`config.mk`:
```
export PLATFORM = sky130hd
export DESIGN_NAME = ssp_strap_status
export DESIGN_NICKNAME = d
export VERILOG_FILES = /design/src/ssp_pkg.sv /design/src/ssp_strap_if.sv /design/src/ssp_strap_latch.sv /design/src/ssp_strap_status.sv
export SDC_FILE = /design/constraint.sdc
export NUM_CORES = 1
export LEC_CHECK = 0
export BUFFER_PORTS_ARGS = -buffer_cell sky130_fd_sc_hd__buf_4
export CORE_ASPECT_RATIO = 0.6
export CORE_MARGIN = 4
export CORE_UTILIZATION = 40
export CTS_CLUSTER_DIAMETER = 80
export DETAILED_ROUTE_END_ITERATION = 12
export GPL_ROUTABILITY_DRIVEN = 0
export PLACE_DENSITY = 0.89
export REMOVE_ABC_BUFFERS = 1
export SYNTH_ARGS = -nofsm -noshare
export SYNTH_HDL_FRONTEND = slang
export SYNTH_SLANG_ARGS = --single-unit
```
`constraint.sdc`:
```
create_clock -name pclk -period 1.1 [get_ports pclk]
set_input_delay 0.11 -clock pclk [delete_from_list [all_inputs] [get_ports pclk]]
set_output_delay 0.11 -clock pclk [all_outputs]
set_load 0.005 [all_outputs]
```
`src/ssp_pkg.sv`:
```
package ssp_pkg;
  // apb register byte offsets
  localparam logic [7:0] SSP_CTRL_OFS     = 8'h00;
  localparam logic [7:0] SSP_STATUS_OFS   = 8'h04;
  localparam logic [7:0] SSP_BATT_OFS     = 8'h08;
  // ctrl fields (additional feature configuration)
  localparam int         SSP_CTRL_LINK_EN = 0;
  localparam int         SSP_CTRL_SUSP_EN = 1;
  // battery charging support fields
  localparam int         SSP_BATT_AUTO    = 0;
  localparam int         SSP_BATT_PORT_LO = 1;
  // status fields
  localparam int         SSP_ST_AUTO_STRAP = 0;
  localparam int         SSP_ST_GANG_STRAP = 1;
  localparam int         SSP_ST_DONE       = 2;
  localparam int         SSP_ST_AUTO_MODE  = 3;
  localparam int         SSP_ST_LINK_DRV   = 4;
  localparam int         SSP_ST_SUSP_DRV   = 5;
  // reset values and port count
  localparam logic       SSP_LINK_EN_RST  = 1'b0;
  localparam logic       SSP_SUSP_EN_RST  = 1'b0;
  localparam logic       SSP_AUTO_DIS_RST = 1'b1;
  localparam int         SSP_NUM_PORTS    = 4;
endpackage : ssp_pkg

```
`src/ssp_strap_if.sv`:
```
`timescale 1ns/100ps
// carries the shared pin levels to the strap latch and the captured straps back
interface ssp_strap_if;
  logic auto_pin;
  logic gang_pin;
  logic done;
  logic auto_n;
  logic gang;
  modport latch (input auto_pin, input gang_pin, output done, output auto_n, output gang);
  modport user  (output auto_pin, output gang_pin, input done, input auto_n, input gang);
endinterface : ssp_strap_if

```
`src/ssp_strap_latch.sv`:
```
`timescale 1ns/100ps
module ssp_strap_latch (
  input  wire logic  pclk,
  input  wire logic  presetn,
  ssp_strap_if.latch sif
);
  import ssp_pkg::*;

  typedef struct packed {
    logic done;
    logic auto_n;
    logic gang;
  } ssp_latch_state_t;

  ssp_latch_state_t s_q;
  ssp_latch_state_t s_d;

  // async reset may only load constants, so the straps are taken at the
  // first edge after release, while the shared pins are still inputs
  always_comb begin
    s_d = s_q;
    if (!s_q.done) begin
      s_d.done   = 1'b1;
      s_d.auto_n = sif.auto_pin;
      s_d.gang   = sif.gang_pin;
    end
  end

  always_ff @(posedge pclk or negedge presetn) begin
    if (!presetn) begin
      s_q <= '0;
    end else begin
      s_q <= s_d;
    end
  end

  assign sif.done   = s_q.done;
  assign sif.auto_n = s_q.auto_n;
  assign sif.gang   = s_q.gang;
endmodule : ssp_strap_latch

```
`src/ssp_strap_status.sv`:
```
// The implementer's own choices: register access over APB and the register addresses.
`timescale 1ns/100ps
module ssp_strap_status #(
  parameter int NUM_PORTS = ssp_pkg::SSP_NUM_PORTS
) (
  input  wire logic                 pclk,
  input  wire logic                 presetn,
  input  wire logic                 psel,
  input  wire logic                 penable,
  input  wire logic                 pwrite,
  input  wire logic [7:0]           paddr,
  input  wire logic [31:0]          pwdata,
  output logic                      pready,
  output logic [31:0]               prdata,
  output logic                      pslverr,
  input  wire logic                 upstream_hs_connected,
  input  wire logic                 upstream_hs_suspended,
  input  wire logic                 hub_connected,
  input  wire logic                 link_pin_in,
  output logic                      upstream_highspeed_link_status,
  output logic                      link_pin_oe_n,
  input  wire logic                 auto_charge_mode_strap_n,
  output logic                      upstream_highspeed_suspend_status,
  output logic                      susp_pin_oe_n,
  output logic                      ganged_power_sel,
  output logic [NUM_PORTS-1:0]      auto_charge_en,
  output logic [NUM_PORTS-1:0]      cdp_allowed
);
  import ssp_pkg::*;

  typedef struct packed {
    logic                 link_en;
    logic                 susp_en;
    logic                 auto_charge_mode_disable_bit;
    logic                 auto_loaded;
    logic [NUM_PORTS-1:0] bc_en;
    logic [31:0]          rdata;
    logic                 slverr;
    logic                 link_out;
    logic                 link_oe_n;
    logic                 susp_out;
    logic                 susp_oe_n;
  } ssp_main_state_t;

  ssp_main_state_t s_q;
  ssp_main_state_t s_d;
  ssp_strap_if     sif ();
  logic            auto_mode;
  logic            setup;
  logic            wr;
  logic            hit;
  logic [31:0]     rd_val;

  ////////////////////////////////////////////////////////////////////////////
  // strap capture; the shared pins feed it while their drivers are off
  assign sif.auto_pin = auto_charge_mode_strap_n;
  assign sif.gang_pin = link_pin_in;

  ssp_strap_latch u_latch (
    .pclk    (pclk),
    .presetn (presetn),
    .sif     (sif)
  );

  assign ganged_power_sel = sif.done & sif.gang;

  ////////////////////////////////////////////////////////////////////////////
  // per-port charge mode; automatic mode only while the hub is unconnected
  assign auto_mode = sif.done & ~s_q.auto_charge_mode_disable_bit;

  for (genvar p = 0; p < NUM_PORTS; p++) begin : g_port
    assign auto_charge_en[p] = auto_mode & s_q.bc_en[p] & ~hub_connected;
    if (p == 0) begin : g_first
      // port 1 gives up cdp entirely whenever automatic mode is on
      assign cdp_allowed[p] = s_q.bc_en[p] & hub_connected & ~auto_mode;
    end else begin : g_rest
      assign cdp_allowed[p] = s_q.bc_en[p] & hub_connected;
    end
  end

  ////////////////////////////////////////////////////////////////////////////
  // apb decode; zero wait states, read data latched in the setup cycle
  assign setup = psel & ~penable;
  assign wr    = psel & penable & pwrite;
  assign hit   = (paddr == SSP_CTRL_OFS) | (paddr == SSP_STATUS_OFS) |
                 (paddr == SSP_BATT_OFS);

  always_comb begin
    rd_val = 32'h0000_0000;
    case (paddr)
      SSP_CTRL_OFS: begin
        rd_val[SSP_CTRL_LINK_EN] = s_q.link_en;
        rd_val[SSP_CTRL_SUSP_EN] = s_q.susp_en;
      end
      SSP_STATUS_OFS: begin
        rd_val[SSP_ST_AUTO_STRAP] = sif.auto_n;
        rd_val[SSP_ST_GANG_STRAP] = sif.gang;
        rd_val[SSP_ST_DONE]       = sif.done;
        rd_val[SSP_ST_AUTO_MODE]  = auto_mode;
        rd_val[SSP_ST_LINK_DRV]   = ~s_q.link_oe_n;
        rd_val[SSP_ST_SUSP_DRV]   = ~s_q.susp_oe_n;
      end
      SSP_BATT_OFS: begin
        rd_val[SSP_BATT_AUTO] = s_q.auto_charge_mode_disable_bit;
        rd_val[SSP_BATT_PORT_LO +: NUM_PORTS] = s_q.bc_en;
      end
      default: rd_val = 32'h0000_0000;
    endcase
  end

  ////////////////////////////////////////////////////////////////////////////
  // next state: registers, strap load and pin drivers
  always_comb begin
    s_d = s_q;
    if (setup) begin
      s_d.rdata  = rd_val;
      s_d.slverr = ~hit;
    end
    if (wr && paddr == SSP_CTRL_OFS) begin
      s_d.link_en = pwdata[SSP_CTRL_LINK_EN];
      s_d.susp_en = pwdata[SSP_CTRL_SUSP_EN];
    end
    if (wr && paddr == SSP_BATT_OFS) begin
      s_d.auto_charge_mode_disable_bit = pwdata[SSP_BATT_AUTO];
      s_d.bc_en = pwdata[SSP_BATT_PORT_LO +: NUM_PORTS];
    end
    // the strap load wins over a software write landing in the same cycle
    if (sif.done && !s_q.auto_loaded) begin
      s_d.auto_loaded                  = 1'b1;
      s_d.auto_charge_mode_disable_bit = sif.auto_n;
    end
    // drivers stay off until the straps are in, so a strap is never fought
    s_d.link_out  = upstream_hs_connected;
    s_d.link_oe_n = ~(sif.done & s_q.link_en);
    s_d.susp_out  = upstream_hs_suspended;
    s_d.susp_oe_n = ~(sif.done & s_q.susp_en);
  end

  always_ff @(posedge pclk or negedge presetn) begin
    if (!presetn) begin
      s_q                              <= '0;
      s_q.link_en                      <= SSP_LINK_EN_RST;
      s_q.susp_en                      <= SSP_SUSP_EN_RST;
      s_q.auto_charge_mode_disable_bit <= SSP_AUTO_DIS_RST;
      s_q.link_oe_n                    <= 1'b1;
      s_q.susp_oe_n                    <= 1'b1;
    end else begin
      s_q <= s_d;
    end
  end

  // outputs
  assign pready                            = 1'b1;
  assign prdata                            = s_q.rdata;
  assign pslverr                           = s_q.slverr & psel & penable;
  assign upstream_highspeed_link_status    = s_q.link_out;
  assign link_pin_oe_n                     = s_q.link_oe_n;
  assign upstream_highspeed_suspend_status = s_q.susp_out;
  assign susp_pin_oe_n                     = s_q.susp_oe_n;
endmodule : ssp_strap_status
```
# Word level (Yosys, flattened, before mapping)
# Index checks and enable logic that the tools add are counted.
# word_totals
inputBits	50
out_inout_bits	47
ff_bits	22
elab_cells	60
# op_classes
bitwise_logic	33
n_mux	5
reduce_logical	6
n_eq_ne	2
# op_table
op	n
AND 1 bit	22
inverter 1 bit	9
equality test 8 x 3 -> 1 bit, second input constant	1
equality test 8 x 4 -> 1 bit, second input constant	1
logical NOT 8 bit	1
case mux 2 bit (3 select lines)	1
case mux 3 bit (2 select lines)	1
logical AND 1 bit	3
two-way mux 1 bit	2
two-way mux 2 bit	1
OR 1 bit	2
nonzero test 2 bit	1
logical NOT 1 bit	1

# Depth between registers and ports, before layout
# Gate-level depths: netlist of the first run.
# logic_depth
ltp_word	5
ltp_mapped	4
mapped_depth_nobuf	3

# Hierarchy
# A second synthesis of the first run with hierarchy kept.
# unflattened
hier_cells	123
hier_area_um2	1280.0
# modules_own_cells
module	area_per_inst_um2	seq_area_each_um2	n_inst	cells_each
ssp_strap_status	1178.6	479.2	1	117
ssp_strap_latch	101.3	75.1	1	6

# Worst setup path before layout of the first run
# OpenSTA, ideal clock, no wires.
# synth_timing
path_kind	input to register
start	input paddr[2]
end	register s_q[37] (netlist name)
slack_ns	-0.049
n_path_buf	1
required_ns	0.975
cell_stages	4
t_arrival_ns	1.025
setup_time_ns	0.125
cell_sequence	buf_6 nor4b_4 nand3_2 mux2_2
# synth_via
elab_chain_cells	2
# synth_lines
element	line	source
from (decl)	ssp_strap_status.sv:11	input wire logic [7:0] paddr,
equality test 8 x 4 -> 1 bit	ssp_strap_status.sv:123	if (wr && paddr == SSP_BATT_OFS) begin
logical AND 1 bit	ssp_strap_status.sv:123	
to (decl)	ssp_strap_status.sv:45	ssp_main_state_t s_q;
# No other way between the ends.
# A chain may end at the register's enable or synchronous reset.

# Worst setup path in the final report of the first run
# layout_timing
start	register s_q[42] (netlist name)
end	output auto_charge_en[2]
# layout_via
elab_chain_cells	4
# layout_lines
element	line	source
inverter 1 bit	ssp_strap_status.sv:69	assign auto_mode = sif.done & ~s_q.auto_charge_mode_disable_bit;
AND 1 bit	ssp_strap_status.sv:69	
AND 1 bit (2 in a row)	ssp_strap_status.sv:72	assign auto_charge_en[p] = auto_mode & s_q.bc_en[p] & ~hub_connected;
to (decl)	ssp_strap_status.sv:26	output logic [NUM_PORTS-1:0] auto_charge_en,
# No other way between the ends.

==> results of run 1 <==
-- registers in the layout (all words and copies together), names as in the netlist --
signal                             cells
s_q                                    9
prdata                                 6
link_pin_oe_n                          1
susp_pin_oe_n                          1
u_latch.sif.auto_n                     1
u_latch.sif.done                       1
u_latch.sif.gang                       1
upstream_highspeed_link_status         1
upstream_highspeed_suspend_status      1
-- routing by layer --
metal / global-route usage (%) / wire (um)
met2: 21.4 / 1350
met1: 18.7 / 1210
met5: 0 / 0
met4: 2.53 / 8
met3: 4.84 / 223
-- what timing repair did --
action | 4_1_cts | 5_1_grt
endpoints found under the hold margin | 24 | 0
buffers inserted | 0 | 4
resized for setup | 8 | 8
hold buffers | 3 | 0
endpoints found under the setup margin | 7 | 10
cloned | 0 | 0
pin swaps | 4 | 5
-- cells in the mapped netlist (2+ instances only) --
master,instances
a41oi_1,2
buf_4,33
nand2_1,12
dfrtp_1,19
nand2b_1,2
o221ai_1,2
nor2b_1,4
nand4_1,2
mux2i_1,2
nor2_1,5
mux2_2,7
inv_1,3
conb_1,2
o31ai_1,2
dfstp_2,3
and3_1,3
a2bb2oi_1,2
and2_1,8
-- power by group through the flow --
| stage | registers, mW | clock network [mW] | logic [mW] |
|---|---|---|---|
| floorplan | 0.869 | 0 | 0.0936 |
| global placement | 0.869 | 0 | 0.255 |
| detailed placement | 0.871 | 0 | 0.261 |
| CTS | 0.856 | 0.580 | 0.282 |
| global route | 0.860 | 0.636 | 0.330 |
| finish | 0.857 | 0.573 | 0.297 |
-- worst paths after layout --
kind / start / cells after the start / endpoint
min in group asynchronous: presetn / 2 / prdata[4]
max in group asynchronous: presetn / 2 / susp_pin_oe_n
worst max register to register: s_q[42] / 5 / s_q[42]
worst min-delay path: link_pin_in / 2 / u_latch.sif.gang
worst min register to register: s_q[43] / 1 / susp_pin_oe_n
worst max-delay path: s_q[42] / 4 / auto_charge_en[2]
-- stage by stage --
step           power, mW  instances  hold slack, ns
3_3_place_gp        1.12        211         0.00588
6_report            1.73        222          0.0508
4_1_cts             1.72        218          0.0518
5_1_grt             1.83        222          0.0428
2_1_floorplan      0.963        116          -0.186
3_5_place_dp        1.13        211          0.0171
-- cell type report --
cell class	instances	area share, %
Multi-Input combinational cell	91	34.4
Sequential cell	22	31.6
Tap cell	42	3.00
Inverter	3	0.643
Timing Repair Buffer	60	27.2
Clock buffer	4	3.14
-- kinds of logic after synthesis --
kind of cell / count (synthesis)
buf+inv: 38
mux: 9
simple gates: 40
compound gates: 14
other cells: 2
flops: 22
-- worst register-to-register path, delay by kind of cell, from the launching register on --
kind                   cells  cell delay [ns]
AOI/OAI and AO/OA          2             0.33
buffers and inverters      3             0.21
DFF                        1             0.54
==> results by group, run 1 <==
Outcome
  • Status: finished with violations
  • Failing checks: setup timing

Worst setup path
  • Crit-path max FO: 4
  • CP required: 0.99 ns
  • CP bufs+invs: 1
  • CP peak stage delay: 0.54 ns
  • Worst path arrival time: 1.23 ns
  • Worst-path cell chain: nand2b_4 -> nor2_4 -> and2_4 -> buf_6
  • Crit-path slowest cell: dfstp_2
  • Crit Path Class: reg -> out
  • Startpoint types: flip-flop
  • Crit end category: output pin
  • CP top delay family: flip-flops
  • Reg2reg setup slack: -0.05 ns

Route
  • Avg Vias per Cell: 4.33
  • Routed len/inst: 12.6 um
  • Vias: 961
  • DR pass1 iterations: 4
  • Total Routed Length: 2.80 mm
  • Drt drc: 0
  • DR iter-0 viols: 29
  • Detail Route Antenna Nets: 0

Clocking
  • Clock sinks: 22
  • CTS tree: done
  • Clock buffer depth: 2
  • TritonCTS Buffers: 3
  • Clock slew at reported path FFs: 0.08 ns
  • H-Tree Depth: 1
  • Clock Root Buffer: clkbuf_8
  • Clock latency on the worst-skew pair: 0.26 ns

Power
  • P_sw: 408 uW
  • Clk network pwr share: 33.2%
  • Combinational share of power: 17.2%
  • Power density over cell area: 986 nW/um^2
  • Peak VDD IR: 0.000674 V
  • Int Power: 1.32 mW
  • Switching share of total power: 23.6%
  • Leakage power total: 0.894 nW
  • Reg power frac: 49.6%

Timing
  • RSZ-0062 raised after global routing: yes
  • Max Slew Vio Count: 0
  • Hold Fails Final Rpt: 0
  • Fin crit share: 122%
  • Setup Total Neg Slack: -1.31 ns
  • F_max: 744 MHz
  • Final setup vio count: 7
  • Min Clock Period, post-route: 1.34 ns
  • Final worst slack: -0.245 ns
  • Clock Skew: 0.000940 ns

Synth
  • Netlist cell types: 30
  • Post-synth ARST share: 100%
  • Synthesis-stage register bit count: 22
  • XOR/XNOR Fraction of Synth Area: 0%
  • Synth Area in Adders: 0%
  • Area leader, netlist: dfrtp_1
  • Post-synthesis mux area share: 7.68%
  • Post-Syn Instances: 125
  • Synth Area in Simple Gates: 19.0%
  • Largest family of logic cells by synthesized area: buffers and inverters
  • Register area share after synthesis: 43.1%
  • Avg Inst Size Synth: 10.3 sq um
  • Ranking of synthesized cells by area: dfrtp_1 (37%), buf_4 (19%), dfstp_2 (6.1%)
  • Mapped Area: 1290 sq um
  • Post-synth EDFFs: 0
  • Synth Area in Compound Gates: 8.45%
  • Primary FF master, synth: dfrtp_1
  • Synth Warn #: 0
  • Yosys top cell area share: 36.9%

Floorplanning
  • Die area: 4220 sq um
  • Initial Utilization: 43.4%
  • Die Ht: 51.9 um
  • Die Width: 81.2 um
  • Row count: 15
  • Ports: 97
  • Core box area: 2970 sq um

Place
  • Port bufs: 42
  • DP Worst Slack: -0.150 ns
  • Detail Placement HPWL: 2.30 mm
  • Cell area after placement: 1570 sq um

Layout
  • Final Cell Area: 1750 sq um
  • Nets: 231
  • Most common cell after layout, fill and taps aside: buf_4
  • Area of the multi-input gates: 602 sq um
  • Commonest non-fill, non-tap cells in the layout: buf_4 (52), conb_1 (28), dfrtp_1 (19), nand2_1 (12), mux2_2 (7)
  • Layout cell share with drive strength beyond 1: 47.2%
  • Finished Core Util: 59.1%
  • # diodes: 0
  • Synth-to-Final Area Change: 36.1%
  • Filler Cells Inserted: 251
  • Reg area: 554 sq um

Global route
  • Largest net degree at the start of global routing: 23
  • Total GRT Usage: 13.8%
  • Grt ovf: 0
  • Initial antenna violation count: 0
  • Vias in the first global route: 879
  • Global-route wire length before repair: 4.28 mm

Flow run
  • Max-cap violations: 0

Hold path
  • HP Class: in -> reg
Power figures use the tool's default switching activity.
==> run 2: changes to the inputs <==
--- a/config.mk
+++ b/config.mk
@@ -5,9 +5,8 @@
 export SDC_FILE = /design/constraint.sdc
 export NUM_CORES = 1
 export LEC_CHECK = 0
-export BUFFER_PORTS_ARGS = -buffer_cell sky130_fd_sc_hd__buf_4
+export BUFFER_PORTS_ARGS = -buffer_cell sky130_fd_sc_hd__buf_2
 export CORE_ASPECT_RATIO = 0.6
-export CORE_MARGIN = 4
 export CORE_UTILIZATION = 40
 export CTS_CLUSTER_DIAMETER = 80
 export DETAILED_ROUTE_END_ITERATION = 12
==> run 2 against run 1 <==
The run still ends with setup timing left. Non-clock buffer count down 2. Worst setup slack got worse by 0.014 ns. Power rose by 9.1%. Via count grew 1.5%. Register-to-register slack worse by 0.07 ns. Sequential power about the same.
==> results by group, run 2 (synthesized netlist as in run 1, its figures left out) <==
Flow run
  • Max-cap violations: 0 (unchanged)

Route
  • Total Routed Length: 2.65 mm (-5.4%)
  • Drt drc: 0 (unchanged)
  • Detail Route Antenna Nets: 0 (unchanged)
  • Routed len/inst: 12.0 um (-4.6%)
  • Vias: 975 (+1.5%)
  • DR iter-0 viols: 60 (+110%)
  • Avg Vias per Cell: 4.43 (+2.4%)
  • DR pass1 iterations: 4 (unchanged)

Floorplanning
  • Initial Utilization: 43.4% (unchanged)
  • Ports: 97 (unchanged)
  • Row count: 15 (unchanged)
  • Core box area: 2970 sq um (unchanged)
  • Die Ht: 45.9 um (-12%)
  • Die Width: 75.2 um (-7.4%)
  • Die area: 3460 sq um (-18%)

Place
  • DP Worst Slack: -0.157 ns (-0.00732 ns)
  • Placed Cells: 211 (unchanged)
  • Port bufs: 42 (unchanged)
  • Detail Placement HPWL: 2.03 mm (-12%)

Worst setup path
  • Startpoint types: flip-flop
  • Crit-path slowest cell: dfstp_2
  • Worst path arrival time: 1.25 ns (+0.02 ns)
  • Crit-path max FO: 4 (unchanged)
  • CP peak stage delay: 0.55 ns (about the same)
  • CP required: 0.99 ns (about the same)
  • Crit end category: output pin
  • Crit Path Class: reg -> out
  • CP top delay family: flip-flops
  • CP bufs+invs: 1 (unchanged)
  • Worst-path cell chain: nand2b_4 -> nor2_4 -> and2_1 -> buf_2
  • Reg2reg setup slack: -0.12 ns (-0.07 ns)

Layout
  • Commonest non-fill, non-tap cells in the layout: buf_2 (39), conb_1 (28), dfrtp_1 (19), nand2_1 (12), buf_4 (12)
  • Largest Register: s_q
  • Layout cell share with drive strength beyond 1: 46.1% (-1.2 points)
  • Filler Cells Inserted: 267 (+6.4%)
  • Synth-to-Final Area Change: 28.1%
  • Largest register FFs: 9 (unchanged)
  • # diodes: 0 (unchanged)
  • Finished Core Util: 55.6% (-3.5 points)
  • Nets: 229 (-0.87%)
  • Layout Cells excl Fill: 220 (-0.90%)
  • Most common cell after layout, fill and taps aside: buf_2

Timing
  • Max Slew Vio Count: 0 (unchanged)
  • Fin crit share: 123% (+1.2 points)
  • RSZ-0062 raised after global routing: yes
  • Final worst slack: -0.258 ns (-0.0137 ns)
  • F_max: 736 MHz (-1.0%)
  • Min Clock Period, post-route: 1.36 ns (+0.0137 ns)
  • Hold Fails Final Rpt: 0 (unchanged)
  • Hold_ws: 0.0486 ns (-0.00225 ns)
  • Clock Skew: 0.00638 ns (+0.00544 ns)
  • Final setup vio count: 8 (+1)

Power
  • Power density over cell area: 1140 nW/um^2 (+16%)
  • Leakage power total: 0.864 nW (-3.4%)
  • Peak VDD IR: 0.000672 V (-0.43%)

Outcome
  • Status: finished with violations
  • Failing checks: setup timing

Global route
  • Initial antenna violation count: 0 (unchanged)
  • Largest net degree at the start of global routing: 23 (unchanged)
  • Vias in the first global route: 882 (+0.34%)
  • Grt ovf: 0 (unchanged)
  • Global-route wire length before repair: 4.04 mm (-5.8%)
  • Total GRT Usage: 16.3% (+2.5 points)

Hold path
  • HP Class: in -> reg

Clocking
  • H-Tree Depth: 1 (unchanged)
  • Clock Root Buffer: clkbuf_8
  • Clock latency on the worst-skew pair: 0.27 ns (about the same)
  • Clock sinks: 22 (unchanged)
  • CTS tree: done
  • Clock buffer depth: 2 (unchanged)
  • Clock slew at reported path FFs: 0.07 ns (about the same)
  • TritonCTS Buffers: 3 (unchanged)
run 2: changes by cell type in the layout (fill, tap and decap cells not counted), sizes merged:
cell    delta
clkbuf     -1
bufinv     +1
buf        -2
run 2: per-layer routing:
metal / track usage [%] / part of all wire [%] / vias to the layer above / wire length [um]
li1: - / - / 468 / -
met2: 24.9 / 44 / 46 / 1170
met5: 0 / 0 / - / 0
met1: 22.5 / 48 / 459 / 1270
met3: 6.64 / 7.0 / 2 / 184
met4: 2.22 / 0.79 / 0 / 21
run 2: area by class of cell:
class / instances / area [sq um] / share of cell area, %
inverter: 3 / 11.3 / 0.683
clock buffer: 3 / 41.3 / 2.50
clock inverter: 1 / 30.0 / 1.82
multi-input combinational: 91 / 599 / 36.3
tap: 42 / 52.6 / 3.19
timing repair buffer: 58 / 360 / 21.9
sequential: 22 / 554 / 33.6
run 2: worst register-to-register path, stage by stage, from the launching register on:
cell,delay (ns)
dfstp_2,0.55
buf_4,0.11
buf_6,0.08
inv_1,0.03
a31o_2,0.21
a22oi_2,0.15
run 2: report_power, final:
group | switching, mW | total [mW] | internal [mW]
Sequential | 0.0189 | 0.858 | 0.839
Combinational | 0.139 | 0.273 | 0.134
Clock | 0.266 | 0.753 | 0.486
run 2: path summary, 6_finish.rpt:
| path | from | endpoint | cells past startpoint |
|---|---|---|---|
| setup / recovery | s_q[42] | auto_charge_en[0] | 4 |
| min in group asynchronous | presetn | prdata[1] | 2 |
| setup reg to reg | s_q[42] | s_q[42] | 5 |
| hold / removal | link_pin_in | u_latch.sif.gang | 2 |
| hold reg to reg | s_q[43] | susp_pin_oe_n | 1 |
| max in group asynchronous | presetn | s_q[42] | 2 |
run 2: what timing repair did:
action / in CTS / in global routing
buffers inserted: 1 / 1
pin swaps: 7 / 3
hold buffers: 3 / 0
hold endpoints to repair: 21 / 0
resized for setup: 3 / 11
endpoints found under the setup margin: 6 / 8
run 2: stage by stage:
stage / cell area (sq um) / setup TNS (ns) / total power, mW
4_1_cts: 1590 / -1.33 / 1.87
5_1_grt: 1650 / -1.86 / 1.97
6_report: 1650 / -1.50 / 1.88
3_5_place_dp: 1470 / -1.42 / 1.10
3_3_place_gp: 1470 / -0.817 / 1.09
2_1_floorplan: 1120 / -0.160 / 0.963
==> run 3: changes to the inputs <==
==> constraint.sdc (replaced) <==
create_clock -name pclk -period 1.1 [get_ports pclk]
set_input_delay 0.055 -clock pclk [delete_from_list [all_inputs] [get_ports pclk]]
set_output_delay 0.055 -clock pclk [all_outputs]
set_load 0.005 [all_outputs]
==> run 3 against run 2 <==
The run still ends with setup timing left. Via count down 1.4%. Register-to-register slack better by 0.14 ns. Sequential cell count unchanged. Power down 1.4%. Sequential power about the same. Sequential share of layout area up 0.70 points. Die area unchanged. Worst setup slack better by 0.055 ns. Global-route usage down 0.59 points. Maximum frequency up 4.3%. Critical path type unchanged. Largest cell class unchanged.
==> results by group, run 3 (synthesized netlist as in run 1, its figures left out) <==
Outcome
  • Status: finished with violations
  • Failing checks: setup timing

Global route
  • Initial antenna violation count: 0 (unchanged)
  • Grt ovf: 0 (unchanged)
  • Vias in the first global route: 849 (-3.7%)
  • Total GRT Usage: 15.7% (-0.59 points)
  • Global-route wire length before repair: 3.91 mm (-3.2%)
  • Largest net degree at the start of global routing: 23 (unchanged)

Worst setup path
  • Startpoint types: flip-flop
  • Reg2reg setup slack: 0.02 ns (+0.14 ns)
  • Crit Path Class: reg -> out
  • Worst path arrival time: 1.25 ns (about the same)
  • Crit path launch: s_q[42]
  • Crit-path max FO: 4 (unchanged)
  • Crit end category: output pin
  • CP peak stage delay: 0.55 ns (about the same)
  • FF-to-FF End: s_q[42]
  • CP Capture Point: auto_charge_en[0]
  • Critical R2R Launch: s_q[42]
  • Worst Reg-to-Reg Cells: 4 (-1)
  • Worst-path cell chain: nand2b_4 -> nor2_4 -> and2_1 -> buf_2
  • CP required: 1.04 ns (+0.05 ns)
  • Crit-path slowest cell: dfstp_2

Floorplanning
  • Die Width: 75.2 um (unchanged)
  • Initial Utilization: 43.4% (unchanged)
  • Row count: 15 (unchanged)
  • Die Ht: 45.9 um (unchanged)
  • Ports: 97 (unchanged)
  • Core box area: 2970 sq um (unchanged)
  • Die area: 3460 sq um (unchanged)

Route
  • Drt drc: 0 (unchanged)
  • Vias: 961 (-1.4%)
  • Total Routed Length: 2.52 mm (-4.9%)
  • DR pass1 iterations: 4 (unchanged)
  • Routed len/inst: 11.5 um (-4.0%)
  • Detail Route Antenna Nets: 0 (unchanged)
  • Avg Vias per Cell: 4.41 (-0.53%)
  • DR iter-0 viols: 42 (-30%)

Layout
  • Synth-to-Final Area Change: 25.8%
  • # diodes: 0 (unchanged)
  • Final Cell Area: 1620 sq um (-1.8%)
  • Filler Cells Inserted: 271 (+1.5%)
  • Largest register FFs: 9 (unchanged)
  • Nets: 227 (-0.87%)
  • Layout cell share with drive strength beyond 1: 44.3% (-1.7 points)
  • Most common cell after layout, fill and taps aside: buf_2
  • Largest Register: s_q
  • Layout Cells excl Fill: 218 (-0.91%)
  • Commonest non-fill, non-tap cells in the layout: buf_2 (39), conb_1 (28), dfrtp_1 (18), nand2_1 (12), buf_4 (10)

Place
  • Placed Cells: 208 (-1.4%)
  • Port bufs: 42 (unchanged)
  • Detail Placement HPWL: 1.99 mm (-2.0%)
  • Cell area after placement: 1450 sq um (-1.5%)

Timing
  • Max Slew Vio Count: 0 (unchanged)
  • Final setup vio count: 6 (-2)
  • Clock Skew: 0.00539 ns (-0.000990 ns)
  • Hold_ws: 0.0146 ns (-0.0340 ns)
  • Final worst slack: -0.203 ns (+0.0554 ns)
  • Min Clock Period, post-route: 1.30 ns (-0.0554 ns)
  • F_max: 768 MHz (+4.3%)
  • Fin crit share: 118% (-5.0 points)
  • RSZ-0062 raised after global routing: yes
  • Hold Fails Final Rpt: 0 (unchanged)

Power
  • Reg power frac: 46.3% (+0.7 points)
  • Combinational share of power: 13.4% (-1.1 points)
  • Clk network pwr share: 40.3% (+0.3 points)
  • P_sw: 411 uW (-3.0%)
  • Peak VDD IR: 0.000690 V (+2.7%)
  • Int Power: 1.45 mW (-0.94%)
  • Switching share of total power: 22.2% (-0.37 points)
  • Leakage power total: 0.847 nW (-2.0%)
  • Pwr Total: 1.86 mW (-1.4%)
  • Power density over cell area: 1150 nW/um^2 (+0.41%)

Clocking
  • Clock sinks: 22 (unchanged)
  • Clock buffer depth: 2 (unchanged)
  • TritonCTS Buffers: 3 (unchanged)
  • H-Tree Depth: 1 (unchanged)
  • CTS tree: done
  • Clock slew at reported path FFs: 0.08 ns (about the same)
  • Clock latency on the worst-skew pair: 0.26 ns (about the same)
  • Clock Root Buffer: clkbuf_8

Flow run
  • Max-cap violations: 0 (unchanged)

Hold path
  • HP Class: in -> reg
  • WHS Path Cells: 2 (unchanged)
run 3: power groups by stage:
stage	Sequential (mW)	Combinational (mW)	Clock, mW
final	0.860	0.248	0.748
after global routing	0.863	0.279	0.813
after CTS	0.859	0.242	0.776
after floorplan	0.869	0.0936	0
after global placement	0.873	0.208	0
after detailed placement	0.874	0.211	0
run 3: critical path: cells and delay by family, from the launching register on:
| kind | cells | cell delay [ns] |
|---|---|---|
| buffers and inverters | 1 | 0.12 |
| DFF | 1 | 0.55 |
| and+or+nand+nor | 3 | 0.33 |
run 3: per-stage QoR:
stage                     utilization (%)  TNS (ns)  setup WS, ns
after detailed placement             48.7    -0.588       -0.0897
final                                54.6     -1.05        -0.203
after CTS                            53.5     -1.06        -0.201
after floorplan                         -         0        0.0185
after global routing                 54.6     -1.30        -0.244
after global placement               48.7    -0.274       -0.0469
run 3: how the worst min path moves through the flow:
stage,start,end,slack (ns)
after floorplan,presetn,prdata[0],-0.24
after detailed placement,presetn,prdata[1],0.05
after CTS,pwdata[4],s_q[40],0.01
after global placement,presetn,prdata[4],0.03
after global routing,pwdata[4],s_q[40],0.008
final,pwdata[4],s_q[40],0.01
run 3: final cells by class:
cell class              count  area, sq um  area share [%]
multi-input cells          91          584            36.1
flip-flops and latches     22          556            34.3
repair buffers             56          344            21.3
well taps                  42         52.6            3.25
clock buffers               3         41.3            2.55
clock inverters             1         30.0            1.85
inverters                   3         11.3           0.696
run 3: repair_timing:
action                                  in CTS  in global routing
endpoints found under the setup margin       6                  6
buffers inserted                             1                  1
cloned                                       0                  0
endpoints found under the hold margin       22                  0
gates resized for setup                      5                  6
hold buffers                                 4                  0
pin swaps                                    6                  1
run 3: metal layers:
metal	vias up	wire, um	GRT usage, %
li1	463	-	-
met1	462	1210	22.0
met2	34	1130	24.1
met3	2	175	5.75
met4	0	6	2.22
met5	-	0	0
